==> src/logic/otp_prog_pkg.sv <==
// Shared constants, states and pin bundle for the one-time-programmable memory programmer.
package otp_prog_pkg;

  // ----------------------------------------------------------------
  // Timing, all figures in ns at the 20 MHz system clock
  // ----------------------------------------------------------------
  localparam int CLK_NS       = 50;     // Clock period
  localparam int PULSE_NOM_NS = 100000; // Nominal program pulse
  localparam int PULSE_MIN_NS = 95000;  // Shortest legal program pulse
  localparam int PULSE_MAX_NS = 105000; // Longest legal program pulse
  localparam int SETUP_NS     = 2000;   // Address, data, OE and supply setup/hold

  // Least time in whole cycles, never below one
  function automatic int cycCeil(input int ns);
    int c;
    c = (ns + CLK_NS - 1) / CLK_NS;
    return (c < 1) ? 1 : c;
  endfunction : cycCeil

  localparam logic [11:0] PULSE_CYC     = 12'(PULSE_NOM_NS / CLK_NS); // 2000 cycles
  localparam logic [11:0] PULSE_MIN_CYC = 12'(cycCeil(PULSE_MIN_NS)); // Rounded up
  localparam logic [11:0] PULSE_MAX_CYC = 12'(PULSE_MAX_NS / CLK_NS); // Rounded down
  // Setup also covers output delay and the two input synchroniser stages
  localparam logic [11:0] SETUP_CYC     = 12'(cycCeil(SETUP_NS));

  // ----------------------------------------------------------------
  // Array geometry and retry policy
  // ----------------------------------------------------------------
  localparam int          ADDR_W     = 15;       // 32K locations
  localparam logic [14:0] FIRST_ADDR = 15'h0000; // Lowest location
  localparam logic [14:0] LAST_ADDR  = 15'h7fff; // Highest location
  localparam logic [3:0]  MAX_RETRY  = 4'ha;     // Extra pulses before failure

  // ----------------------------------------------------------------
  // Sequencer states, codes follow a Gray sequence in the order listed
  // ----------------------------------------------------------------
  typedef enum logic [3:0] {
    ST_IDLE  = 4'h0, // Waiting for a job
    ST_PWRUP = 4'h1, // Supplies to programming levels
    ST_PSET  = 4'h3, // First pass: address and data setup
    ST_PULSE = 4'h2, // Chip enable low, program pulse
    ST_HOLD  = 4'h6, // Data hold after the pulse
    ST_VSET  = 4'h7, // Verify read settle
    ST_VCMP  = 4'h5, // Verify compare
    ST_RSET  = 4'h4, // Retry: data setup before another pulse
    ST_PDN   = 4'hc, // Supplies back to read levels
    ST_FSET  = 4'hd, // Final read settle
    ST_FCMP  = 4'hf, // Final compare
    ST_DONE  = 4'he, // Report result
    ST_IDSET = 4'ha, // Identification read settle
    ST_IDRD  = 4'hb  // Identification capture
  } state_t;

  // ----------------------------------------------------------------
  // Pins driven toward the memory
  // ----------------------------------------------------------------
  typedef struct packed {
    logic [14:0] addr;       // Address lines
    logic        idModeLine; // High: identification voltage on the mode line
    logic        ceN;        // Chip enable, active low
    logic        oeN;        // Output enable, active low
    logic [7:0]  byteLines;  // Data driven onto the byte lines
    logic        byteOeN;    // Low while the byte lines are driven
    logic        vccProg;    // High: core supply at programming level
    logic        vppProg;    // High: programming supply at programming level
  } pins_t;

  localparam pins_t PINS_RESET = '{addr: 15'h0000, idModeLine: 1'b0, ceN: 1'b1,
                                   oeN: 1'b1, byteLines: 8'h00, byteOeN: 1'b1,
                                   vccProg: 1'b0, vppProg: 1'b0};

endpackage : otp_prog_pkg

==> src/logic/phase_timer.sv <==
// Down-counter that times each phase of the programming sequence.
`timescale 1ns/10ps
module phase_timer
  import otp_prog_pkg::*;
(
  // Clock and reset
  input  wire logic        sys_clk,
  input  wire logic        rst,
  // Load and status
  input  wire logic        load,
  input  wire logic [11:0] loadVal,
  output logic             expired
);

  logic [11:0] cnt_q; // Cycles left in the phase
  logic [11:0] cnt_d; // Next count

  // ----------------------------------------------------------------
  // Next count: load wins, otherwise count down and stop at zero
  // ----------------------------------------------------------------
  always_comb begin
    if (load) begin
      cnt_d = loadVal;
    end else if (cnt_q != 12'h000) begin
      cnt_d = cnt_q - 12'h001;
    end else begin
      cnt_d = cnt_q;
    end
  end

  // Count register
  always_ff @(posedge sys_clk or posedge rst) begin
    if (rst) begin
      cnt_q <= 12'h000;
    end else begin
      cnt_q <= cnt_d;
    end
  end

  // Phase ends on the cycle the count sits at zero
  assign expired = (cnt_q == 12'h000);

endmodule : phase_timer

==> src/logic/otp_prog_seq.sv <==
// Programming, verify and identification sequencer for a 32K x 8 OTP memory.
`timescale 1ns/10ps
module otp_prog_seq
  import otp_prog_pkg::*;
(
  // Clock and reset
  input  wire logic        sys_clk,
  input  wire logic        rst,
  // Job requests, one-cycle pulses
  input  wire logic        start,
  input  wire logic        idReq,
  input  wire logic        idSel,
  // Source image lookup, same clock domain
  output logic [14:0]      srcAddr,
  input  wire logic [7:0]  srcData,
  // Job status
  output logic             busy,
  output logic             done,
  output logic             pass,
  output logic             fail,
  output logic [14:0]      failAddr,
  output logic [7:0]       idByte,
  output logic             idValid,
  // Memory pins
  output pins_t            pins,
  input  wire logic [7:0]  byteLinesIn
);

  // ----------------------------------------------------------------
  // Declarations
  // ----------------------------------------------------------------
  state_t      state_q, state_d;       // Sequencer state
  logic [14:0] addr_q, addr_d;         // Current location
  logic [3:0]  retry_q, retry_d;       // Extra pulses spent on this byte
  logic        pass1_q, pass1_d;       // High during the blind first pass
  logic        mism_q, mism_d;         // A final compare has failed
  logic        idSel_q, idSel_d;       // Identification byte chosen
  logic        busy_q, busy_d;         // Job in progress
  logic        done_q, done_d;         // Job finished pulse
  logic        pass_q, pass_d;         // Device passed
  logic        fail_q, fail_d;         // Device failed
  logic [14:0] failAddr_q, failAddr_d; // First failing location
  logic [7:0]  idByte_q, idByte_d;     // Captured identification byte
  logic        idValid_q, idValid_d;   // Identification byte pulse
  pins_t       pins_q, pins_d;         // Registered pin drive
  logic [7:0]  byteMeta_q;             // Synchroniser first stage
  logic [7:0]  byteSync_q;             // Synchroniser second stage
  logic        tmrLoad;                // Restart phase timer
  logic [11:0] tmrVal;                 // Phase length minus one
  logic        tmrDone;                // Phase elapsed
  logic        isLast;                 // At the highest location
  logic        match;                  // Read byte equals source byte

  assign isLast = (addr_q == LAST_ADDR);
  assign match  = (byteSync_q == srcData);

  // ----------------------------------------------------------------
  // Phase timer
  // ----------------------------------------------------------------
  phase_timer u_timer (
    .sys_clk (sys_clk),
    .rst     (rst),
    .load    (tmrLoad),
    .loadVal (tmrVal),
    .expired (tmrDone)
  );

  // Restart on every state change; a phase lasts loadVal plus one cycles
  always_comb begin
    tmrLoad = (state_d != state_q);
    tmrVal  = (state_d == ST_PULSE) ? PULSE_CYC - 12'h001 : SETUP_CYC - 12'h001;
  end

  // ----------------------------------------------------------------
  // Byte line input synchroniser; the pins are asynchronous
  // ----------------------------------------------------------------
  always_ff @(posedge sys_clk or posedge rst) begin
    if (rst) begin
      byteMeta_q <= 8'h00;
      byteSync_q <= 8'h00;
    end else begin
      byteMeta_q <= byteLinesIn;
      byteSync_q <= byteMeta_q;
    end
  end

  // ----------------------------------------------------------------
  // Sequencer next state
  // ----------------------------------------------------------------
  always_comb begin
    state_d    = state_q;
    addr_d     = addr_q;
    retry_d    = retry_q;
    pass1_d    = pass1_q;
    mism_d     = mism_q;
    idSel_d    = idSel_q;
    done_d     = 1'b0;
    pass_d     = pass_q;
    fail_d     = fail_q;
    failAddr_d = failAddr_q;
    idByte_d   = idByte_q;
    idValid_d  = 1'b0;
    unique case (state_q)
      ST_IDLE: begin
        if (start) begin
          // Fresh job from the lowest location
          state_d = ST_PWRUP;
          addr_d  = FIRST_ADDR;
          pass1_d = 1'b1;
          retry_d = 4'h0;
          mism_d  = 1'b0;
          pass_d  = 1'b0;
          fail_d  = 1'b0;
        end else if (idReq) begin
          state_d = ST_IDSET;
          idSel_d = idSel;
        end
      end
      // Supplies settle before the first pulse
      ST_PWRUP: if (tmrDone) state_d = ST_PSET;
      ST_PSET:  if (tmrDone) state_d = ST_PULSE;
      ST_RSET:  if (tmrDone) state_d = ST_PULSE;
      ST_PULSE: if (tmrDone) state_d = ST_HOLD;
      ST_HOLD: begin
        if (tmrDone) begin
          if (!pass1_q) begin
            state_d = ST_VSET;
          end else if (isLast) begin
            // Blind pass over, verify from the start
            pass1_d = 1'b0;
            addr_d  = FIRST_ADDR;
            state_d = ST_VSET;
          end else begin
            addr_d  = addr_q + 15'h0001;
            state_d = ST_PSET;
          end
        end
      end
      ST_VSET: if (tmrDone) state_d = ST_VCMP;
      ST_VCMP: begin
        if (match) begin
          retry_d = 4'h0;
          if (isLast) begin
            addr_d  = FIRST_ADDR;
            state_d = ST_PDN;
          end else begin
            addr_d  = addr_q + 15'h0001;
            state_d = ST_VSET;
          end
        end else if (retry_q == MAX_RETRY) begin
          // Give up on this device
          fail_d     = 1'b1;
          failAddr_d = addr_q;
          done_d     = 1'b1;
          state_d    = ST_DONE;
        end else begin
          retry_d = retry_q + 4'h1;
          state_d = ST_RSET;
        end
      end
      ST_PDN:  if (tmrDone) state_d = ST_FSET;
      ST_FSET: if (tmrDone) state_d = ST_FCMP;
      ST_FCMP: begin
        // Keep only the first failing location
        if (!match && !mism_q) begin
          failAddr_d = addr_q;
        end
        mism_d = mism_q | !match;
        if (isLast) begin
          pass_d  = !(mism_q | !match);
          fail_d  = mism_q | !match;
          done_d  = 1'b1;
          state_d = ST_DONE;
        end else begin
          addr_d  = addr_q + 15'h0001;
          state_d = ST_FSET;
        end
      end
      ST_DONE:  state_d = ST_IDLE;
      ST_IDSET: if (tmrDone) state_d = ST_IDRD;
      ST_IDRD: begin
        idByte_d  = byteSync_q;
        idValid_d = 1'b1;
        state_d   = ST_IDLE;
      end
      // Unused code: recover to idle
      default:  state_d = ST_IDLE;
    endcase
    busy_d = (state_d != ST_IDLE);
  end

  // Sequencer registers
  always_ff @(posedge sys_clk or posedge rst) begin
    if (rst) begin
      state_q    <= ST_IDLE;
      addr_q     <= FIRST_ADDR;
      retry_q    <= 4'h0;
      pass1_q    <= 1'b0;
      mism_q     <= 1'b0;
      idSel_q    <= 1'b0;
      busy_q     <= 1'b0;
      done_q     <= 1'b0;
      pass_q     <= 1'b0;
      fail_q     <= 1'b0;
      failAddr_q <= FIRST_ADDR;
      idByte_q   <= 8'h00;
      idValid_q  <= 1'b0;
    end else begin
      state_q    <= state_d;
      addr_q     <= addr_d;
      retry_q    <= retry_d;
      pass1_q    <= pass1_d;
      mism_q     <= mism_d;
      idSel_q    <= idSel_d;
      busy_q     <= busy_d;
      done_q     <= done_d;
      pass_q     <= pass_d;
      fail_q     <= fail_d;
      failAddr_q <= failAddr_d;
      idByte_q   <= idByte_d;
      idValid_q  <= idValid_d;
    end
  end

  // ----------------------------------------------------------------
  // Pin drive, one cycle behind the state so every pin is a flop
  // ----------------------------------------------------------------
  always_comb begin
    pins_d           = PINS_RESET;
    pins_d.addr      = addr_q;
    pins_d.byteLines = srcData;
    unique case (state_q)
      ST_PWRUP: begin
        pins_d.vccProg = 1'b1;
        pins_d.vppProg = 1'b1;
      end
      ST_PSET, ST_RSET, ST_HOLD: begin
        // Data set up or held around the pulse, OE kept high
        pins_d.vccProg = 1'b1;
        pins_d.vppProg = 1'b1;
        pins_d.byteOeN = 1'b0;
      end
      ST_PULSE: begin
        pins_d.vccProg = 1'b1;
        pins_d.vppProg = 1'b1;
        pins_d.byteOeN = 1'b0;
        pins_d.ceN     = 1'b0;
      end
      ST_VSET, ST_VCMP: begin
        // Byte lines released; OE low but chip enable kept high
        pins_d.vccProg = 1'b1;
        pins_d.vppProg = 1'b1;
        pins_d.oeN     = 1'b0;
      end
      ST_FSET, ST_FCMP: begin
        // Plain read at normal supply levels
        pins_d.ceN = 1'b0;
        pins_d.oeN = 1'b0;
      end
      ST_IDSET, ST_IDRD: begin
        // Other address lines low, lowest line picks the byte
        pins_d.addr       = {14'h0000, idSel_q};
        pins_d.idModeLine = 1'b1;
        pins_d.ceN        = 1'b0;
        pins_d.oeN        = 1'b0;
      end
      default: ; // Idle, power-down and done: all inactive
    endcase
  end

  // Pin register
  always_ff @(posedge sys_clk or posedge rst) begin
    if (rst) begin
      pins_q <= PINS_RESET;
    end else begin
      pins_q <= pins_d;
    end
  end

  // ----------------------------------------------------------------
  // Outputs, each straight from a register
  // ----------------------------------------------------------------
  assign srcAddr  = addr_q;
  assign busy     = busy_q;
  assign done     = done_q;
  assign pass     = pass_q;
  assign fail     = fail_q;
  assign failAddr = failAddr_q;
  assign idByte   = idByte_q;
  assign idValid  = idValid_q;
  assign pins     = pins_q;

  // ----------------------------------------------------------------
  // Checks
  // ----------------------------------------------------------------
  logic [11:0] pulseCnt_q; // Cycles chip enable has been low for a pulse

  always_ff @(posedge sys_clk or posedge rst) begin
    if (rst) begin
      pulseCnt_q <= 12'h000;
    end else if (!pins_q.ceN && pins_q.oeN) begin
      pulseCnt_q <= pulseCnt_q + 12'h001;
    end else begin
      pulseCnt_q <= 12'h000;
    end
  end

  a_pulse_width: assert property (@(posedge sys_clk) disable iff (rst)
    ($rose(pins_q.ceN) && $past(pins_q.oeN)) |->
      (pulseCnt_q >= PULSE_MIN_CYC && pulseCnt_q <= PULSE_MAX_CYC))
    else $error("program pulse width out of range");

  a_start_addr: assert property (@(posedge sys_clk) disable iff (rst)
    (state_q == ST_IDLE && start) |=> (addr_q == FIRST_ADDR) ##1 (pins_q.addr == FIRST_ADDR))
    else $error("programming did not start at lowest address");

  a_pulse_supply: assert property (@(posedge sys_clk) disable iff (rst)
    (!pins_q.ceN && pins_q.oeN) |-> (pins_q.vccProg && pins_q.vppProg && $past(pins_q.vppProg)))
    else $error("pulse without programming supplies");

  a_blind_pass: assert property (@(posedge sys_clk) disable iff (rst)
    (state_q == ST_HOLD && pass1_q && tmrDone && !isLast) |=> ##40 (state_q == ST_PULSE)
      ##0 $stable(addr_q) ##0 pins_q.oeN)
    else $error("first pass read back or skipped a pulse");

  a_retry_bound: assert property (@(posedge sys_clk) disable iff (rst)
    (state_q == ST_VCMP && !match && retry_q < MAX_RETRY) |=>
      (state_q == ST_RSET && retry_q == $past(retry_q) + 4'h1))
    else $error("retry not taken after mismatch");

  a_fail_stop: assert property (@(posedge sys_clk) disable iff (rst)
    (state_q == ST_VCMP && !match && retry_q == MAX_RETRY) |=>
      (fail_q && done_q && state_q == ST_DONE) ##1 (state_q == ST_IDLE))
    else $error("failure after ten retries not reported");

  a_verify_next: assert property (@(posedge sys_clk) disable iff (rst)
    (state_q == ST_VCMP && match && !isLast) |=>
      (addr_q == $past(addr_q) + 15'h0001 && retry_q == 4'h0 && state_q == ST_VSET))
    else $error("verify did not advance after match");

  a_final_read: assert property (@(posedge sys_clk) disable iff (rst)
    (state_q == ST_FCMP) |-> (!pins_q.vccProg && !pins_q.vppProg && !pins_q.oeN))
    else $error("final compare not at read supply levels");

  a_verify_bus: assert property (@(posedge sys_clk) disable iff (rst)
    (!pins_q.oeN |-> pins_q.byteOeN) and ((!pins_q.ceN && pins_q.oeN) |-> !pins_q.byteOeN))
    else $error("byte lines contention or undriven during pulse");

  a_id_select: assert property (@(posedge sys_clk) disable iff (rst)
    (state_q == ST_IDRD) |-> (pins_q.idModeLine && pins_q.addr == {14'h0000, idSel_q})
      ##1 (idValid_q && idByte_q == $past(byteSync_q)))
    else $error("identification read set up wrongly");

endmodule : otp_prog_seq

==> config.mk <==
export PLATFORM = sky130hd
export DESIGN_NAME = otp_prog_seq
export DESIGN_NICKNAME = d
export VERILOG_FILES = /design/src/logic/otp_prog_pkg.sv /design/src/logic/phase_timer.sv /design/src/logic/otp_prog_seq.sv
export SDC_FILE = /design/constraint.sdc
export NUM_CORES = 1
export LEC_CHECK = 0
export BUFFER_PORTS_ARGS = -buffer_cell sky130_fd_sc_hd__buf_4
export CAP_MARGIN = 20
export CORE_MARGIN = 5
export CORE_UTILIZATION = 30
export CTS_CLUSTER_SIZE = 28
export DETAILED_ROUTE_END_ITERATION = 12
export PLACE_DENSITY = 0.56
export SYNTH_ARGS = -nofsm -noshare
export SYNTH_HDL_FRONTEND = slang
export SYNTH_SLANG_ARGS = --single-unit
==> constraint.sdc <==
create_clock -name sys_clk -period 8.3 [get_ports sys_clk]
set_input_delay 0.83 -clock sys_clk [delete_from_list [all_inputs] [get_ports sys_clk]]
set_output_delay 0.83 -clock sys_clk [all_outputs]
set_load 0.05 [all_outputs]
==> out/metrics.json <==
{
  "tritoncts": "yes",
  "start_util": 0.306,
  "fraction_of_the_yosys_area_taken_by_sequential_cells": 0.568,
  "timing.critical_path.slowest_stage_cell": "sky130_fd_sc_hd__nor4_1",
  "vias_per_cell": 4.75,
  "vdd_ir_drop_max_mv": 0.155,
  "worst-path-buf-inv": 2,
  "netSwitchingFraction": 0.390,
  "root_buffer": "sky130_fd_sc_hd__clkbuf_16",
  "finalSetupTns_ns": 0,
  "cells_after_synth": 424,
  "holdBufCountCts": 0,
  "cp_data_arrival_time_ns": 3.79,
  "dominant_delay_contributor_by_cell_family_on_the_critical_path": "simple AND/OR/NAND/NOR gates",
  "std_cell_rows": 46,
  "drv_cap": 0,
  "max-clock-path-buffers": 2,
  "p_int_w": 0.00105,
  "timing.final.setup_violations": 0,
  "ys.flop_type": "sky130_fd_sc_hd__dfrtp_1",
  "worst_slew_margin_rel": 0.384,
  "via_count": 3481,
  "share_comb_of_total_power": 0.323,
  "power-per-cell-area_nw_per_um2": 286,
  "synth_enable_flop_cells": 0,
  "area_of_combinational_cells_with_multiple_inputs_um2": 1940,
  "cts_made_buffers": 9,
  "worst_pin_slew_ns": 0.916,
  "die_w_um": 137,
  "cp_data_required_time_ns": 8.50,
  "synth_async_sr_flop_share": 1.00,
  "numClockSinks": 110,
  "ff_latch_area_um2": 2760,
  "total_switching_power_w": 0.000675,
  "final-max-slew-violation-count": 0,
  "ant_nets": 0,
  "hold_path_class": "flop to flop",
  "finish.utilization": 0.380,
  "grt_antenna_before_repair": 0,
  "end_kind": "flop",
  "synth.distinct_cells": 63,
  "clock_skew_ns": 0.00767,
  "power.total_w": 0.00173,
  "drtIter0Drc": 276,
  "hpwl_reported_at_the_end_of_detailed_placement_mm": 7.90,
  "grt_util_all_layers": 0.124,
  "report.final.hold_viol_count": 0,
  "drc_errors": 0,
  "rsz0062_at_grt": "false",
  "grt_max_degree": 58,
  "drt-pass1-iter-count": 4,
  "synth_area_um2": 4860,
  "finalNetCount": 537,
  "final_min_period_over_clock_period": 0.432,
  "crit_path_max_incr_delay_ns": 0.75,
  "fillerInstances": 1597,
  "critPathMostFrequentCell": "sky130_fd_sc_hd__nor2_1",
  "synth_top_area_frac": 0.551,
  "ys_ff_latch": 110,
  "synth_largest_area_cell": "sky130_fd_sc_hd__dfrtp_1",
  "worstSkewPairLatency_ns": 0.36,
  "die_h_um": 137,
  "crit_path_max_fanout": 14,
  "area_overhead_of_the_layout_relative_to_synthesis_pct": 24.3,
  "path_clk_slew_ns": 0.08,
  "cts_resized": 0,
  "worstSetupPathDepth": 8,
  "die-area_um2": 18800,
  "fin_hold_ws_ns": 0.351,
  "core_area_um2": 15900,
  "mappedNetlistNets": 449,
  "h-tree-depth": 3,
  "grt-ovfl-total": 0,
  "yosys_warnings": 0,
  "timing.critical_path.from_type": "input pin",
  "period_needed_ns": 3.58,
  "drt-total-wl_mm": 11.3,
  "gp_routability_congestion": 0.863,
  "synthMostInstantiatedCell": "sky130_fd_sc_hd__dfrtp_1",
  "port_buffers": 92,
  "crit_chain": "buf_4 > xor2_1 > nor4_1 > nand2_1 > o221ai_2 > inv_1 > nor2_1 > nor2_1",
  "power.static_leakage_nw": 2.81,
  "grt_first_pass_wirelength_mm": 18.2,
  "cts_post_setup_buffers_inserted": 0,
  "synth.area.top_cells": "sky130_fd_sc_hd__dfrtp_1 (55%), sky130_fd_sc_hd__mux2_2 (5.8%), sky130_fd_sc_hd__xor2_1 (3.4%)",
  "worstSetupPathType": "input pin to flop",
  "worst_hold_path.num_cells": 0,
  "max_freq_mhz": 279,
  "share_seq_of_total_power": 0.413,
  "run_status": "completed",
  "num_antenna_cells": 0,
  "final_layout_size_suffix_gt1_frac": 0.308,
  "r2r_depth": 9,
  "vias_in_the_first_global_route": 3456,
  "synth_common_cells": "sky130_fd_sc_hd__dfrtp_1 (107), sky130_fd_sc_hd__nand2_1 (27), sky130_fd_sc_hd__nor2_1 (27)",
  "drt-wirelength-per-cell_um": 15.4,
  "power.share.clock": 0.264,
  "synthesis.area_per_instance_um2": 11.5,
  "top_level_ports": 93
}
==> sequential cells by signal, indices dropped and copies added, names as in the netlist, 4 cells and up <==
name,flops
byteSync_q,8
srcAddr,15
state_q,4
failAddr,15
retry_q,4
byteMeta_q,8
pins,28
u_timer.cnt_q,12
idByte,8
==> stage by stage <==
stage | setup WS [ns] | cells | area (µm²)
floorplan | 4.57 | 424 | 4860
global placement | 4.50 | 717 | 5730
detailed placement | 4.39 | 717 | 5730
CTS | 4.75 | 733 | 6040
global route | 4.43 | 733 | 6040
finish | 4.72 | 733 | 6040
==> routing by layer <==
layer,track usage,share of wire
met1,0.165,0.45
met4,0.0455,0.013
met2,0.196,0.49
met5,0,0
met3,0.0310,0.048
==> cells by family (layout without fill, tap and decap cells) <==
family	after synthesis	after routing	share of synthesized area
and+or+nand+nor	161	161	0.184
buffers and inverters	29	122	0.0340
muxes	27	27	0.0621
DFF	110	110	0.568
xor gates and xnor gates	27	27	0.0487
AOI/OAI and AO/OA	66	66	0.0930
adders and majority gates	4	4	0.0103
==> path summary, 6_finish.rpt <==
check	startpoint	to	slack, ns
hold / removal	byteMeta_q[5]	byteSync_q[5]	0.35
min in group asynchronous	rst	pins[4]	0.57
setup reg to reg	u_timer.cnt_q[0]	srcAddr[2]	4.80
setup / recovery	srcData[1]	srcAddr[2]	4.72
max in group asynchronous	rst	pins[25]	6.58
hold reg to reg	byteMeta_q[5]	byteSync_q[5]	0.35
==> cells in the final DEF, fill, tap and decap left out, types with 11 or more instances in the layout <==
| cell | count |
|---|---|
| sky130_fd_sc_hd__nor2b_1 | 17 |
| sky130_fd_sc_hd__nand2_1 | 27 |
| sky130_fd_sc_hd__o21ai_0 | 11 |
| sky130_fd_sc_hd__a21oi_1 | 22 |
| sky130_fd_sc_hd__buf_4 | 96 |
| sky130_fd_sc_hd__mux2_2 | 25 |
| sky130_fd_sc_hd__nand4_1 | 14 |
| sky130_fd_sc_hd__nand3_1 | 16 |
| sky130_fd_sc_hd__xor2_1 | 19 |
| sky130_fd_sc_hd__nor2_1 | 27 |
| sky130_fd_sc_hd__dfrtp_1 | 107 |
==> power by group through the flow <==
stage / combinational [W] / sequential, W / clock (W)
after CTS: 0.000563 / 0.000714 / 0.000471
after global routing: 0.000605 / 0.000729 / 0.000495
after floorplan: 0.000342 / 0.000808 / 0
final: 0.000558 / 0.000714 / 0.000457
after global placement: 0.000558 / 0.000720 / 0
after detailed placement: 0.000560 / 0.000722 / 0
==> area by class of cell <==
class                   count  share of cell area
flip-flops and latches    110               0.457
multi-input cells         285               0.321
repair buffers             96               0.119
well taps                 216              0.0448
clock buffers               9              0.0373
clock inverters             7              0.0139
inverters                  10             0.00663
No activity file was read; power rests on OpenSTA's default activity.
